**config.mk**
```make
export PLATFORM = sky130hd
export DESIGN_NAME = tmio_top
export DESIGN_NICKNAME = d
export VERILOG_FILES = /design/src/tmio_pkg.sv /design/src/tmio_clk_sel.sv /design/src/tmio_gr_unit.sv /design/src/tmio_top.sv
export VERILOG_INCLUDE_DIRS = /design/src
export SDC_FILE = /design/constraint.sdc
export NUM_CORES = 1
export LEC_CHECK = 0
export ABC_AREA = 1
export BUFFER_PORTS_ARGS = -buffer_cell sky130_fd_sc_hd__buf_4
export CORE_MARGIN = 5
export CORE_UTILIZATION = 40
export DETAILED_ROUTE_END_ITERATION = 8
export PLACE_DENSITY = 0.63
export SYNTH_ARGS = -nofsm -noshare
export SYNTH_HDL_FRONTEND = slang
export SYNTH_SLANG_ARGS = --single-unit
```
**constraint.sdc**
```tcl
create_clock -name clock_i -period 23 [get_ports clock_i]
set_clock_uncertainty 0.05 [all_clocks]
set_input_delay 4.6 -clock clock_i [delete_from_list [all_inputs] [get_ports clock_i]]
set_output_delay 4.6 -clock clock_i [all_outputs]
set_load 0.03 [all_outputs]
```
**src/tmio_regs.svh**
```systemverilog
// register offsets, field positions, reset values and prescaler masks of the timer block
`ifndef TMIO_REGS_SVH
`define TMIO_REGS_SVH
`define TMIO_START_OFS    6'h00
`define TMIO_CH_BASE      6'h10
`define TMIO_MODE_OFS     4'h0
`define TMIO_IOAB_OFS     4'h1
`define TMIO_IOCD_OFS     4'h2
`define TMIO_STAT_OFS     4'h3
`define TMIO_CNT_OFS      4'h4
`define TMIO_GRA_OFS      4'h5
`define TMIO_GRD_OFS      4'h8
`define TMIO_CKS_OFS      4'h9
`define TMIO_MODE_BFB_BIT 5
`define TMIO_MODE_BFA_BIT 4
`define TMIO_MODE_FIXED   2'h3
`define TMIO_MODE_RST     6'h00
`define TMIO_IO_RST       8'h00
`define TMIO_START_RST    3'h0
`define TMIO_CKS_RST      3'h0
`define TMIO_CKS_DIV1     3'h0
`define TMIO_CKS_DIV4     3'h1
`define TMIO_CKS_DIV16    3'h2
`define TMIO_CKS_DIV64    3'h3
`define TMIO_CKS_EXTA     3'h4
`define TMIO_CKS_EXTB     3'h5
`define TMIO_CKS_EXTC     3'h6
`define TMIO_CKS_DIV1024  3'h7
`define TMIO_DIV4_M       10'h003
`define TMIO_DIV16_M      10'h00f
`define TMIO_DIV64_M      10'h03f
`define TMIO_DIV1024_M    10'h3ff
`endif

```
**src/tmio_pkg.sv**
```systemverilog
// types shared by the timer mode and io control block
package tmio_pkg;
  typedef enum logic [3:0] {
    TMIO_NORMAL, TMIO_RESV, TMIO_PWM1, TMIO_PWM2,
    TMIO_PH1, TMIO_PH2, TMIO_PH3, TMIO_PH4, TMIO_UNDEF
  } tmio_mode_e;

  typedef struct packed {
    logic o;
    logic oe;
  } tmio_pin_s;

  typedef struct packed {
    logic [3:0] field;
    logic       active;
    logic       run;
    logic       clr;
  } tmio_ctl_s;

  // enum order follows the low three mode bits
  function automatic tmio_mode_e tmio_decode(input logic [3:0] md);
    return md[3] ? TMIO_UNDEF : tmio_mode_e'({1'b0, md[2:0]});
  endfunction
endpackage

```
**src/tmio_clk_sel.sv**
```systemverilog
// count clock selection and phase counting decode for one channel
`timescale 1ns/10ps
`include "tmio_regs.svh"
module tmio_clk_sel
  import tmio_pkg::*;
  #(parameter int PW = 10)
  (
  input  wire logic          clock_i,
  input  wire logic          rst_i,
  input  wire logic          ce_i,
  input  wire logic [2:0]    sel_i,
  input  wire logic [PW-1:0] pre_i,
  input  wire logic [2:0]    ext_i,
  input  wire logic          phase_i,
  input  wire logic          pha_i,
  input  wire logic          phb_i,
  output logic               tick_o,
  output logic               up_o
  );
  if (PW != 10) begin : g_chk
    $error("prescaler width must be 10");
  end

  logic [2:0] ext_q, ext_nxt;
  logic [1:0] ph_q, ph_nxt;
  logic       t, ea, eb;
  logic [2:0] rise;

  always_comb begin
    ext_nxt = ext_i;
    ph_nxt  = {phb_i, pha_i};
    rise    = ext_i & ~ext_q;
    ea      = pha_i ^ ph_q[0];
    eb      = phb_i ^ ph_q[1];
    unique case (sel_i)
      `TMIO_CKS_DIV1:    t = 1'b1;
      `TMIO_CKS_DIV4:    t = (pre_i & `TMIO_DIV4_M) == `TMIO_DIV4_M;
      `TMIO_CKS_DIV16:   t = (pre_i & `TMIO_DIV16_M) == `TMIO_DIV16_M;
      `TMIO_CKS_DIV64:   t = (pre_i & `TMIO_DIV64_M) == `TMIO_DIV64_M;
      `TMIO_CKS_EXTA:    t = rise[0];
      `TMIO_CKS_EXTB:    t = rise[1];
      `TMIO_CKS_EXTC:    t = rise[2];
      `TMIO_CKS_DIV1024: t = (pre_i & `TMIO_DIV1024_M) == `TMIO_DIV1024_M;
    endcase
    tick_o = phase_i ? (ea | eb) : t;
    up_o   = phase_i ? ((ea & (pha_i ^ phb_i)) | (eb & ~(pha_i ^ phb_i))) : 1'b1;
  end

  always_ff @(posedge clock_i or posedge rst_i) begin
    if (rst_i) begin
      ext_q <= 3'h0;
      ph_q  <= 2'h0;
    end else if (ce_i) begin
      ext_q <= ext_nxt;
      ph_q  <= ph_nxt;
    end
  end
endmodule

```
**src/tmio_gr_unit.sv**
```systemverilog
// compare and capture logic with pin control for one general register
`timescale 1ns/10ps
module tmio_gr_unit
  import tmio_pkg::*;
  #(parameter int W = 16)
  (
  input  wire logic         clock_i,
  input  wire logic         rst_i,
  input  wire logic         ce_i,
  input  wire tmio_ctl_s    ctl_i,
  input  wire logic [W-1:0] cnt_i,
  input  wire logic [W-1:0] gr_i,
  input  wire logic         upd_i,
  input  wire logic         pin_i,
  output logic              ev_o,
  output logic              cap_o,
  output tmio_pin_s         pin_o
  );
  if (W < 2) begin : g_chk
    $error("counter too narrow");
  end

  logic pin_q, pin_nxt, lvl_r, lvl_nxt, oc, ic, edg, match;
  logic [3:0] f;

  always_comb begin
    f       = ctl_i.field;
    pin_nxt = pin_i;
    oc      = ctl_i.active && !f[3];
    ic      = ctl_i.active && f[3:2] == 2'h2;
    edg     = f[1] ? (pin_i ^ pin_q) : (f[0] ? (pin_q & ~pin_i) : (pin_i & ~pin_q));
    match   = oc && ctl_i.run && upd_i && cnt_i == gr_i;
    cap_o   = ic && edg;
    ev_o    = match || cap_o;
    lvl_nxt = lvl_r;
    if (!ctl_i.run) begin
      lvl_nxt = f[2];
    end else if (ctl_i.clr) begin
      lvl_nxt = f[2];
    end else if (match) begin
      unique case (f[1:0])
        2'h1:    lvl_nxt = 1'b0;
        2'h2:    lvl_nxt = 1'b1;
        2'h3:    lvl_nxt = ~lvl_r;
        2'h0:    lvl_nxt = lvl_r;
      endcase
    end
    pin_o.o  = lvl_r;
    pin_o.oe = oc && f[1:0] != 2'h0;
  end

  always_ff @(posedge clock_i or posedge rst_i) begin
    if (rst_i) begin
      pin_q <= 1'b0;
      lvl_r <= 1'b0;
    end else if (ce_i) begin
      pin_q <= pin_nxt;
      lvl_r <= lvl_nxt;
    end
  end
endmodule

```
**src/tmio_top.sv**
```systemverilog
// three channel timer: mode, clock select, io control and compare/capture registers
// What this block does
// - Ch2 codes 1-7 pick prescale or pins.
// - Ch2 code 000 counts undivided clock.
// - Phase counting ignores clock source selection.
// - Mode bits 7,6 read one, ignore writes.
// - Ch0 bit5 pairs B with D buffer.
// - Ch0 bit4 pairs A with C buffer.
// - Ch1/2 buffer bits read zero, fixed.
// - Low mode field selects normal, pwm, phase.
// - Initial pin level while stopped and at pwm2 clear.
// - Pwm mode 2 sets level at clear.
// - Buffer registers ignore io control field.
// - Ab io control: high nibble B, low A.
// - Ch0 cd io control: high D, low C.
// - Top bit 0: compare, low bits action.
// - Second bit gives initial output level.
// - Pattern 10: capture edge; 11xx prohibited.
// - Compare equality sets status flag.
// - Capture edge copies counter, sets flag.
`timescale 1ns/10ps
`include "tmio_regs.svh"
module tmio_top
  import tmio_pkg::*;
  #(parameter int CW = 16,
    parameter int PW = 10)
  (
  input  wire logic        clock_i,
  input  wire logic        rst_i,
  input  wire logic        ce_i,
  input  wire logic [5:0]  addr_i,
  input  wire logic [15:0] wdata_i,
  input  wire logic        wr_i,
  input  wire logic        rd_i,
  output logic      [15:0] rdata_o,
  input  wire logic        ext_clock_pin_a_i,
  input  wire logic        ext_clock_pin_b_i,
  input  wire logic        ext_clock_pin_c_i,
  input  wire logic        phase_pin_d_i,
  input  wire logic [7:0]  pin_i,
  output logic      [7:0]  pin_o,
  output logic      [7:0]  pin_oe_o
  );
  if (CW != 16 || PW != 10) begin : g_chk
    $error("counter must be 16 bits and prescaler 10 bits");
  end

  ////////////////////////////////////////////////////////////////////////////////
  // general register index: 0..3 ch0 a..d, 4/5 ch1 a/b, 6/7 ch2 a/b
  function automatic int gch(input int g);
    return (g < 4) ? 0 : ((g < 6) ? 1 : 2);
  endfunction

  function automatic int glt(input int g);
    return (g < 4) ? g : g % 2;
  endfunction

  logic [2:0]    start_r, start_nxt;
  logic [5:0]    mode_r [3];
  logic [5:0]    mode_nxt [3];
  logic [2:0]    cks_r [3];
  logic [2:0]    cks_nxt [3];
  logic [7:0]    ioab_r [3];
  logic [7:0]    ioab_nxt [3];
  logic [7:0]    iocd_r, iocd_nxt;
  logic [PW-1:0] pre_r, pre_nxt;
  logic [15:0]   rdata_r, rdata_nxt;
  logic [3:0]    flag_r [3];
  logic [3:0]    flag_nxt [3];
  logic [CW-1:0] cnt_r [3];
  logic [CW-1:0] cnt_nxt [3];
  logic [CW-1:0] gr_r [8];
  logic [CW-1:0] gr_nxt [8];
  logic [2:0]    upd_r, upd_nxt;
  logic [5:0]    choff;
  logic [1:0]    ch;
  logic [3:0]    ofs, gi;
  logic          chv, grv;
  logic [2:0]    tick, up, phm, pwm2, clr_w;
  logic [7:0]    ev, cap;
  logic [3:0]    fld [8];
  tmio_mode_e    md_e [3];
  tmio_ctl_s     ctl [8];
  tmio_pin_s     pin_s [8];

  assign choff   = addr_i - `TMIO_CH_BASE;
  assign ch      = choff[5:4];
  assign ofs     = choff[3:0];
  assign chv     = addr_i >= `TMIO_CH_BASE && ch != 2'h3;
  assign gi      = (ch == 2'h0) ? ofs - `TMIO_GRA_OFS : {1'b0, ch, 1'b0} + 4'h2 + ofs - `TMIO_GRA_OFS;
  assign grv     = ofs >= `TMIO_GRA_OFS && ofs <= `TMIO_GRD_OFS && (ch == 2'h0 || ofs < 4'h7);
  assign rdata_o = rdata_r;

  ////////////////////////////////////////////////////////////////////////////////
  // per channel mode decode and count clock
  for (genvar c = 0; c < 3; c++) begin : g_ch
    localparam int GA = (c == 0) ? 0 : 2 + 2 * c;
    assign md_e[c]  = tmio_decode(mode_r[c][3:0]);
    // phase counting only ch1 and ch2
    assign phm[c]   = (c != 0) && md_e[c] inside {TMIO_PH1, TMIO_PH2, TMIO_PH3, TMIO_PH4};
    assign pwm2[c]  = md_e[c] == TMIO_PWM2;
    assign clr_w[c] = start_r[c] && (md_e[c] == TMIO_PWM1 || pwm2[c]) && ev[GA] && !cap[GA];
    tmio_clk_sel #(.PW(PW)) u_cks (
      .clock_i (clock_i),
      .rst_i   (rst_i),
      .ce_i    (ce_i),
      .sel_i   (cks_r[c]),
      .pre_i   (pre_r),
      .ext_i   ({ext_clock_pin_c_i, ext_clock_pin_b_i, ext_clock_pin_a_i}),
      .phase_i (phm[c]),
      .pha_i   ((c == 2) ? ext_clock_pin_c_i : ext_clock_pin_a_i),
      .phb_i   ((c == 2) ? phase_pin_d_i : ext_clock_pin_b_i),
      .tick_o  (tick[c]),
      .up_o    (up[c])
    );
  end

  ////////////////////////////////////////////////////////////////////////////////
  // per general register compare and capture
  for (genvar g = 0; g < 8; g++) begin : g_gr
    localparam int CH = gch(g);
    localparam int LT = glt(g);
    assign fld[g] = (LT == 0) ? ioab_r[CH][3:0] : (LT == 1) ? ioab_r[CH][7:4] :
                    (LT == 2) ? iocd_r[3:0] : iocd_r[7:4];
    // d silent while paired with b
    // c silent while paired with a
    assign ctl[g] = '{field:  fld[g],
                      active: !((LT == 2 && mode_r[0][`TMIO_MODE_BFA_BIT]) ||
                                (LT == 3 && mode_r[0][`TMIO_MODE_BFB_BIT])),
                      run:    start_r[CH],
                      clr:    clr_w[CH] && pwm2[CH]};
    tmio_gr_unit #(.W(CW)) u_gr (
      .clock_i (clock_i),
      .rst_i   (rst_i),
      .ce_i    (ce_i),
      .ctl_i   (ctl[g]),
      .cnt_i   (cnt_r[CH]),
      .gr_i    (gr_r[g]),
      .upd_i   (upd_r[CH]),
      .pin_i   (pin_i[g]),
      .ev_o    (ev[g]),
      .cap_o   (cap[g]),
      .pin_o   (pin_s[g])
    );
    assign pin_o[g]    = pin_s[g].o;
    assign pin_oe_o[g] = pin_s[g].oe;
  end

  ////////////////////////////////////////////////////////////////////////////////
  // software registers and read path
  always_comb begin
    start_nxt = start_r;
    iocd_nxt  = iocd_r;
    pre_nxt   = pre_r + 1'b1;
    rdata_nxt = 16'h0000;
    if (wr_i && addr_i == `TMIO_START_OFS) begin
      start_nxt = wdata_i[2:0];
    end
    if (wr_i && chv && ch == 2'h0 && ofs == `TMIO_IOCD_OFS) begin
      iocd_nxt = wdata_i[7:0];
    end
    for (int c = 0; c < 3; c++) begin
      mode_nxt[c] = mode_r[c];
      cks_nxt[c]  = cks_r[c];
      ioab_nxt[c] = ioab_r[c];
      if (wr_i && chv && ch == 2'(c)) begin
        if (ofs == `TMIO_MODE_OFS) begin
          mode_nxt[c] = (c == 0) ? wdata_i[5:0] : {2'h0, wdata_i[3:0]};
        end
        if (ofs == `TMIO_CKS_OFS) begin
          cks_nxt[c] = wdata_i[2:0];
        end
        if (ofs == `TMIO_IOAB_OFS) begin
          ioab_nxt[c] = wdata_i[7:0];
        end
      end
    end
    if (rd_i && addr_i == `TMIO_START_OFS) begin
      rdata_nxt = {13'h0000, start_r};
    end else if (rd_i && chv) begin
      case (ofs)
        `TMIO_MODE_OFS: rdata_nxt = {8'h00, `TMIO_MODE_FIXED, mode_r[ch]};
        `TMIO_IOAB_OFS: rdata_nxt = {8'h00, ioab_r[ch]};
        `TMIO_IOCD_OFS: rdata_nxt = (ch == 2'h0) ? {8'h00, iocd_r} : 16'h0000;
        `TMIO_STAT_OFS: rdata_nxt = {12'h000, flag_r[ch]};
        `TMIO_CNT_OFS:  rdata_nxt = cnt_r[ch];
        `TMIO_CKS_OFS:  rdata_nxt = {13'h0000, cks_r[ch]};
        default:        rdata_nxt = grv ? gr_r[gi[2:0]] : 16'h0000;
      endcase
    end
  end

  always_ff @(posedge clock_i or posedge rst_i) begin
    if (rst_i) begin
      start_r <= `TMIO_START_RST;
      iocd_r  <= `TMIO_IO_RST;
      pre_r   <= '0;
      rdata_r <= 16'h0000;
      for (int c = 0; c < 3; c++) begin
        mode_r[c] <= `TMIO_MODE_RST;
        cks_r[c]  <= `TMIO_CKS_RST;
        ioab_r[c] <= `TMIO_IO_RST;
      end
    end else if (ce_i) begin
      start_r <= start_nxt;
      iocd_r  <= iocd_nxt;
      pre_r   <= pre_nxt;
      rdata_r <= rdata_nxt;
      for (int c = 0; c < 3; c++) begin
        mode_r[c] <= mode_nxt[c];
        cks_r[c]  <= cks_nxt[c];
        ioab_r[c] <= ioab_nxt[c];
      end
    end
  end

  ////////////////////////////////////////////////////////////////////////////////
  // counters, general registers and status flags
  always_comb begin
    for (int c = 0; c < 3; c++) begin
      cnt_nxt[c] = cnt_r[c];
      upd_nxt[c] = 1'b0;
      if (start_r[c] && tick[c]) begin
        cnt_nxt[c] = up[c] ? cnt_r[c] + 1'b1 : cnt_r[c] - 1'b1;
        upd_nxt[c] = 1'b1;
      end
      if (clr_w[c]) begin
        cnt_nxt[c] = '0;
      end
      if (wr_i && chv && ch == 2'(c) && ofs == `TMIO_CNT_OFS) begin
        cnt_nxt[c] = wdata_i[CW-1:0];
      end
      // a flag raised in the clearing cycle survives
      flag_nxt[c] = flag_r[c];
      if (wr_i && chv && ch == 2'(c) && ofs == `TMIO_STAT_OFS) begin
        flag_nxt[c] = flag_r[c] & wdata_i[3:0];
      end
    end
    flag_nxt[0] = flag_nxt[0] | ev[3:0];
    flag_nxt[1] = flag_nxt[1] | {2'h0, ev[5:4]};
    flag_nxt[2] = flag_nxt[2] | {2'h0, ev[7:6]};
    for (int g = 0; g < 8; g++) begin
      gr_nxt[g] = gr_r[g];
      if (wr_i && grv && gi == 4'(g)) begin
        gr_nxt[g] = wdata_i[CW-1:0];
      end
      if (cap[g]) begin
        gr_nxt[g] = cnt_r[gch(g)];
      end
    end
    // paired buffers: compare reloads from buffer, capture pushes old value out
    for (int p = 0; p < 2; p++) begin
      if (mode_r[0][`TMIO_MODE_BFA_BIT + p]) begin
        if (ev[p] && !cap[p]) begin
          gr_nxt[p] = gr_r[p + 2];
        end
        if (cap[p]) begin
          gr_nxt[p + 2] = gr_r[p];
        end
      end
    end
  end

  always_ff @(posedge clock_i or posedge rst_i) begin
    if (rst_i) begin
      upd_r <= 3'h0;
      for (int c = 0; c < 3; c++) begin
        cnt_r[c]  <= '0;
        flag_r[c] <= 4'h0;
      end
      for (int g = 0; g < 8; g++) begin
        gr_r[g] <= '0;
      end
    end else if (ce_i) begin
      upd_r <= upd_nxt;
      for (int c = 0; c < 3; c++) begin
        cnt_r[c]  <= cnt_nxt[c];
        flag_r[c] <= flag_nxt[c];
      end
      for (int g = 0; g < 8; g++) begin
        gr_r[g] <= gr_nxt[g];
      end
    end
  end
endmodule

```
After elaboration in Yosys (flattened, before gate mapping)
Cells that the tools add are included.
- $add $sub $neg: 11
- equality and inequality tests: 110
- bitwise logic cells: 74
- magnitude comparators: 6
- reduce and logical (&&, ||, !) cells: 171
- muxes and demuxes: 123
- operators by type and width (cell ; number):
    $mux 16 ; 42
    $eq 16x16->1 ; 8
    $pmux 16 s6 ; 1
    $logic_and 1x1->1 ; 87
    $eq 2x2->1 const B ; 26
    $eq 4x3->1 const B ; 13
    $reduce_and 3->1 ; 17
    $add 16x1->16 const B ; 3
    $bmux 16 s3 ; 1
    $mux 1 ; 47
    $eq 4x2->1 const B ; 10
    $eq 3x3->1 const B ; 12
    $mux 4 ; 9
    $bmux 16 s2 ; 1
    $sub 16x1->16 const B ; 2
    $not 1->1 ; 26
    $mux 8 ; 3
    $ne 3x1->1 const B ; 8
    $ne 3x3->1 const B ; 8
    $pmux 1 s3 ; 8
    $pmux 1 s8 ; 3
    $reduce_bool 2->1 ; 12
    $and 1x1->1 ; 20
    $eq 2x1->1 const B ; 9
    other kinds (42) ; 119
- bits in registers: 298
- output and inout bits: 32
- logic and storage cells: 542

Depth between registers and ports, before layout
Gate-level depths: netlist of the first run.
- word-level depth: 13
- mapped depth: 20

Modules after synthesis
Synthesis of the first run repeated with hierarchy kept, for this count alone.
- cells, all modules: 4050
- area total of the unflattened synthesis: 24586.1 um^2
- by module, submodules not included (module ; cells each ; instances ; sequential area each (um^2) ; area each (um^2)):
    tmio_top ; 2898 ; 1 ; 6881.6 ; 19103.3
    tmio_gr_unit ; 123 ; 8 ; 50.0 ; 549.3
    tmio_clk_sel ; 56 ; 3 ; 125.1 ; 362.8

Worst setup path before layout of the first run
Ideal clock, no wire load.
- path kind: in2reg
- start: input port addr_i[4]
- end: register gr_r[65] (netlist bit)
- setup slack: 15.700 ns
- arrival: 7.118 ns
- cell stages on the path: 16
- buffers on the path: 2
- cells stage by stage: buf_2 -> clkinv_1 -> ha_1 -> ha_1 -> fa_1 -> xnor2_1 -> nand2_1 -> nand3_1 -> nand3_4 -> nor2_4 -> buf_4 -> nand2_1 -> nand3_1 -> nand2_1 -> nand2_1 -> o21ai_1
- cells in the longest elaborated chain, start to end: 11
- elaborated cells on any way between the ends: 15
- classes of those cells: 4 x add/sub; 1 x eq/ne; 5 x mux; 5 x reduce/logical
- RTL lines (what ; line ; source):
    start: declaration ; tmio_top.sv:31 ; input wire logic [5:0] addr_i,
    $sub 6x5->6 (no line) (*) ; - ;
    $add 3x2->4 ; tmio_top.sv:90 ; assign gi = (ch == 2'h0) ? ofs - `TMIO_GRA_OFS : {1'b0, ch, 1'b0} + 4'h2 + ofs - `TMIO_GRA_OFS;
    $add 4x4->4 ; tmio_top.sv:90 ;
    $sub 4x3->4 (no line) ; - ;
    $mux 4 (no line) ; - ;
    $eq 4x2->1 ; tmio_top.sv:244 ; if (wr_i && grv && gi == 4'(g)) begin
    $logic_and 1x1->1 (*) ; tmio_top.sv:244 ;
    $mux 16 (*) ; tmio_top.sv:244 ;
    $mux 16 (*) ; tmio_top.sv:247 ; if (cap[g]) begin
    $mux 16 ; tmio_top.sv:257 ; if (cap[p]) begin
    $mux 16 (*) ; tmio_top.sv:253 ; if (mode_r[0][`TMIO_MODE_BFA_BIT + p]) begin
    end signal: indexed assignment ; tmio_top.sv:281 ; gr_r[g] <= gr_nxt[g];
    end: declaration ; tmio_top.sv:72 ; logic [CW-1:0] gr_r [8];
Every way passes the cells marked *; elsewhere a longest branch is shown, timed or not.
A chain may end at the register's enable or synchronous reset.

Final worst setup path of the first run
- start: input port addr_i[4]
- end: register gr_r[14] (netlist bit)
- cells in the longest elaborated chain, start to end: 9
- elaborated cells on any way between the ends: 13
- classes of those cells: 4 x add/sub; 1 x eq/ne; 1 x mux; 7 x reduce/logical
- RTL lines (what ; line):
    $sub 6x5->6 (no line) (*) ; -
    $add 3x2->4 ; tmio_top.sv:90
    $add 4x4->4 ; tmio_top.sv:90
    $sub 4x3->4 (no line) ; -
    $mux 4 (no line) ; -
    $eq 4x3->1 ; tmio_top.sv:244
    $logic_and 1x1->1 (*) ; tmio_top.sv:244
    $reduce_bool 2->1 (no line) (*) ; -
    $reduce_and 2->1 (no line) (*) ; -
Marked as above.

==> flow_summary.toml, run 1 <==
[outcome]
status = "complete, no violations"

[logic_synthesis]
netlist_instances = 3484
synth_area_per_cell_um2 = 6.52
synth_edf_count = 0
yosysMostFrequentCell = "nand2_1"
synth_seq_cells = 295
syn_nets = 3586
synth_cell_types = 55
yosysSeqAreaShare = 0.325
ys_top_cells_by_area = "dfrtp_1, nand2_1, o21ai_0"
synth_top_area_frac = 0.325
yosys_warnings = 0
ys_top_cells_by_count = "nand2_1, inv_1, o21ai_0"
synth-async-reset-ratio = 1.00
yosysTopAreaCell = "dfrtp_1"
synth-main-ff-cell = "dfrtp_1"
syn-cell-area_um2 = 22700

[global_route]
use_met2 = 0.413
grt_usage = 0.269
globalRouteOverflowTotal = 0
antenna_found_initial = 1
grt_pass1_wl_um = 129000
grt.busiest_layer = "met2"
grt_max_degree = 90
grtUsageMet1 = 0.384
grtUsageMet3 = 0.0420
grt_pass1_vias = 21122

[sta]
worst_pin_slew_ns = 1.16
maxClockFrequency_mhz = 120
rsz0062_at_grt = "false"
period_share = 0.361
finalHoldViolCount = 0
min_period_ns = 8.31
finalMaxSlewViolations = 0
max_slew_margin = 0.227
setup_viol = 0
setup-tns-final_ns = 0
holdWs_ns = 0.430

[worst_hold_path]
hold_path.class = "reg -> reg"
min_to = "upd_r[0]"
min_from = "upd_r[0]"
hold_depth = 2

[critical_path]
cp.required_ns = 23.35
reg2reg_from = "ctl[53]"
crit_path_cell_trace = "buf_4 -> clkinv_1 -> ha_1 -> ha_1 -> fa_1 -> nand2_1 -> o21ai_4 -> inv_2 -> nand3_2 -> o21a_1 -> nor2_4 -> o21ai_0"
slowest_stage = "ha_1"
cp-start-kind = "primary input"
r2r_setup_slack_ns = 19.69
worstSetupPathType = "in -> reg"
reg2reg_depth = 11
critPathMaxFanout = 35
cp_common_cell = "ha_1"
r2r_end = "gr_r[80]"
endpoint_kind = "flip-flop"
arrival_ns = 8.67
critPathMaxStageDelay_ns = 1.01
critPathBufInv = 3
crit_family = "adder cells"

[power]
p_clk_frac = 0.250
p_int_uw = 1300
p_sw_uw = 1000
swShare = 0.436
p_leak_uw = 0.0124
seq_power_share = 0.365
peakVddDrop_mv = 0.0502
power_density_nw_per_um2 = 93.7
comb_power_share = 0.385

[die]
initial_utilization = 0.403
core_um2 = 56300
die_x_um = 248
die_area_um2 = 61600
die_h_um = 248
num_io_pins = 71
num_rows = 87

[routing]
drcViolationCount = 0
dr.pass1.iters = 6
vias = 23225
routedWlPerCell_um = 19.9
drtAntennaViolNets = 0
drt_iter0_drc = 2739
wl_um = 84300
via_per_inst = 5.49

[cts]
post_cts_buffers = 0
clkLatencyLatePin_ns = 0.58
clkTransAtPathRegs_ns = 0.06
cts_made_buffers = 38
htree_num_levels = 2
cts_sinks = 295
clockRootBuffer = "clkbuf_16"
ctsHoldBuffers = 0
cts_resized = 0
cts_tree = "built"
cts.path.max_buffers = 3

[placement]
portBuffers = 70
gp_congestion = 0.966
dp_hpwl_um = 60400

[finish]
drive_gt1_frac = 0.0733
area_growth_pct = 8.31
final_nets = 3552
fin_util = 0.437
diodes = 0

[job]
drv_cap = 0
area by class of cell:
class                           instances  area, um2
Timing Repair Buffer                   93        698
Sequential cell                       295       7380
Tap cell                              756        946
Clock buffer                           54       1060
Fill cell                            5979      31700
Inverter                              414       1570
Clock inverter                         14       95.1
Multi-Input combinational cell       2608      12800
cell usage in the layout (no fill, tap or decap), types with 12 or more instances in the layout:
cell type	instances
inv_1	379
inv_2	23
o21ai_0	298
nand2_1	1222
nor2_1	216
nor3_1	15
nand3_1	220
nand2_4	12
buf_4	93
a22oi_1	26
ha_1	60
nand4_1	61
o22ai_1	66
dfrtp_1	295
xnor2_1	28
xor2_1	61
o21ai_2	21
o21ai_1	38
clkbuf_16	38
a21oi_1	154
per-layer routing:
layer	part of all wire	up-vias	routed length (um)
li1	-	11150	-
met1	0.44	10838	36800
met2	0.44	1080	36900
met3	0.086	157	7250
met4	0.040	0	3340
met5	0	-	0
sequential cells by signal (all words and copies together), names as in the netlist, 9 cells and up:
| register | flops |
|---|---|
| flag_r | 12 |
| cnt_r | 48 |
| rdata_o | 16 |
| mode_r | 14 |
| ctl | 24 |
| cks_r | 9 |
| gr_r | 128 |
| pre_r | 10 |
cell families after synthesis:
logic type | Yosys count | synth area share
simple gates | 1803 | 0.334
compound gates | 653 | 0.161
buf+inv | 581 | 0.110
flops | 295 | 0.325
xor+xnor | 89 | 0.0343
fa+ha+maj | 63 | 0.0357
worst max-delay path by stage:
stage | start | end | slack [ns] | depth (start not counted)
after floorplan | rst_i | cks_r[0] | 10.20 | 1
after global placement | addr_i[4] | gr_r[13] | 14.27 | 12
after detailed placement | addr_i[4] | gr_r[3] | 14.18 | 13
after CTS | addr_i[4] | gr_r[14] | 14.75 | 12
after global routing | addr_i[4] | gr_r[13] | 14.41 | 12
final | addr_i[4] | gr_r[14] | 14.69 | 12
power groups by stage:
stage	registers, uW	clock network (uW)	logic (uW)
6_report	842	576	887
5_1_grt	860	605	998
4_1_cts	836	583	876
3_5_place_dp	843	0	872
3_3_place_gp	842	0	864
2_1_floorplan	775	0	675
through the flow:
stage	total power, uW	cell area [um2]	setup slack, ns	instances
after global routing	2460	24600	14.41	4234
after floorplan	1450	22700	10.20	3484
after detailed placement	1710	23400	14.18	4166
final	2300	24600	14.69	4234
after global placement	1710	23400	14.27	4166
after CTS	2290	24600	14.75	4234
worst reg2reg max path, cell delays in order (launching register included):
cell and delay (ns):
dfrtp_1 0.50, inv_1 0.09, nand2_1 0.08, a21oi_1 0.05, a21oi_2 0.12, nand3_2 0.46, inv_2 0.59, nand2_4 0.27
inv_1 0.65, a21oi_1 0.15, nand2_1 0.10, o21ai_0 0.07
(Power assumes the default switching activity.)
==> run 2, diff against run 1 <==
--- a/config.mk
+++ b/config.mk
@@ -11,7 +11,7 @@
 export CORE_MARGIN = 5
 export CORE_UTILIZATION = 40
 export DETAILED_ROUTE_END_ITERATION = 8
-export PLACE_DENSITY = 0.63
+export PLACE_DENSITY = 0.65
 export SYNTH_ARGS = -nofsm -noshare
 export SYNTH_HDL_FRONTEND = slang
 export SYNTH_SLANG_ARGS = --single-unit
==> constraint.sdc (replaced) <==
create_clock -name clock_i -period 7.4 [get_ports clock_i]
set_clock_uncertainty 0.05 [all_clocks]
set_input_delay 1.48 -clock clock_i [delete_from_list [all_inputs] [get_ports clock_i]]
set_output_delay 1.48 -clock clock_i [all_outputs]
set_load 0.03 [all_outputs]
==> flow_summary.toml, run 2 (same netlist as run 1, synthesis figures left out) <==
[cts]
clockRootBuffer = "clkbuf_16"
cts.path.max_buffers = 3
cts_resized = 0
cts_sinks = 295
cts_made_buffers = 38
post_cts_buffers = 0
htree_num_levels = 2
ctsHoldBuffers = 0
clkTransAtPathRegs_ns = 0.05
cts_tree = "built"
clkLatencyLatePin_ns = 0.57

[die]
num_rows = 87
num_io_pins = 71
die_area_um2 = 61600
die_h_um = 248
core_um2 = 56300
initial_utilization = 0.403
die_x_um = 248

[global_route]
grt_pass1_wl_um = 128000
grt_max_degree = 155
use_met2 = 0.406
antenna_found_initial = 0
grtUsageMet3 = 0.0465
grt.busiest_layer = "met2"
grt_pass1_vias = 21590
globalRouteOverflowTotal = 0
grt_usage = 0.266
grtUsageMet1 = 0.377

[outcome]
status = "complete, no violations"

[sta]
setup-tns-final_ns = 0
setup_viol = 0
worst_pin_slew_ns = 1.09
holdWs_ns = 0.424
finalMaxSlewViolations = 0
rsz0062_at_grt = "false"
min_period_ns = 4.54
maxClockFrequency_mhz = 220
fin_ws_ns = 2.86
finalHoldViolCount = 0
max_slew_margin = 0.272
period_share = 0.613

[finish]
drive_gt1_frac = 0.0747
regMostFlops = "gr_r"
seq_area_um2 = 7380
area_growth_pct = 8.93
stdcell_area_um2 = 24700
final_cell_mix = "nand2_1, inv_1, o21ai_0"
largest_register_ffs = 128
final_nets = 3553
multiInputGateArea_um2 = 12800
final_common_cell = "nand2_1"
fillers = 5968
diodes = 0

[critical_path]
cp-start-kind = "primary input"
reg2reg_depth = 9
arrival_ns = 4.89
r2r_end = "gr_r[80]"
r2r_setup_slack_ns = 4.15
reg2reg_from = "g_gr[0].u_gr.pin_q"
critPathMaxFanout = 32
worstSetupPathType = "in -> reg"
cp.required_ns = 7.75
endpoint_kind = "flip-flop"

[placement]
dp_hpwl_um = 59900
portBuffers = 70
gp_congestion = 0.954
dpl-instance-area_um2 = 23500
dp_slack_ns = 2.31

[worst_hold_path]
min_from = "pre_r[3]"
hold_path.class = "reg -> reg"
hold_depth = 1
min_to = "pre_r[3]"

[routing]
via_per_inst = 5.49
dr.pass1.iters = 5
wl_um = 82800
vias = 23247
drt_iter0_drc = 2456
drtAntennaViolNets = 0
drcViolationCount = 0
routedWlPerCell_um = 19.6

[power]
power_density_nw_per_um2 = 296
peakVddDrop_mv = 0.158
p_leak_uw = 0.0124

[job]
drv_cap = 0
==> run 2: changes by cell type in the layout (fill, tap and decap cells not counted), sizes merged <==
cell / change
clkbuf: +2
buf: +1
clkinvlp: +2
bufinv: +3
inv: -2
clkinv: -5
==> run 2: layer usage <==
layer  wire, um  share of wire
met1      35600           0.43
met2      36000           0.43
met3       7680          0.093
met4       3490          0.042
met5          0              0
==> run 2: cell type report <==
type / count / share of cell area
tap: 756 / 0.0382
timing repair buffer: 94 / 0.0290
clock inverter: 12 / 0.00632
sequential: 295 / 0.298
inverter: 414 / 0.0633
clock buffer: 56 / 0.0456
multi-input combinational: 2608 / 0.519
==> run 2: worst max-delay path by stage <==
stage | start | to
after floorplan | rst_i | cks_r[0]
after global placement | addr_i[4] | gr_r[9]
after detailed placement | addr_i[4] | gr_r[9]
after CTS | addr_i[4] | gr_r[9]
after global routing | addr_i[4] | gr_r[14]
final | addr_i[4] | gr_r[9]
==> run 2: worst max-delay path: stages <==
cell      delay [ns]
buf_4           0.14
clkinv_1        0.26
ha_1            0.40
ha_1            0.29
fa_1            0.43
nand2_1         0.12
o21ai_4         0.20
inv_2           0.30
nand3_2         0.14
o21a_1          0.22
nor2_4          0.68
o21ai_0         0.18
==> run 2: stage by stage <==
| step | total power (uW) | instances | utilization |
|---|---|---|---|
| floorplan | 4510 | 3484 | - |
| global placement | 5290 | 4167 | 0.417 |
| detailed placement | 5320 | 4167 | 0.417 |
| CTS | 7270 | 4235 | 0.440 |
| global route | 7810 | 4235 | 0.440 |
| finish | 7310 | 4235 | 0.440 |
==> run 2: power by group <==
part | total, uW | switching (uW) | leakage (uW) | internal (uW)
logic | 2750 | 1790 | 0.00822 | 963
clock network | 1950 | 785 | 0.000634 | 1160
registers | 2610 | 539 | 0.00357 | 2070
total | 7310 | 3110 | 0.0124 | 4200
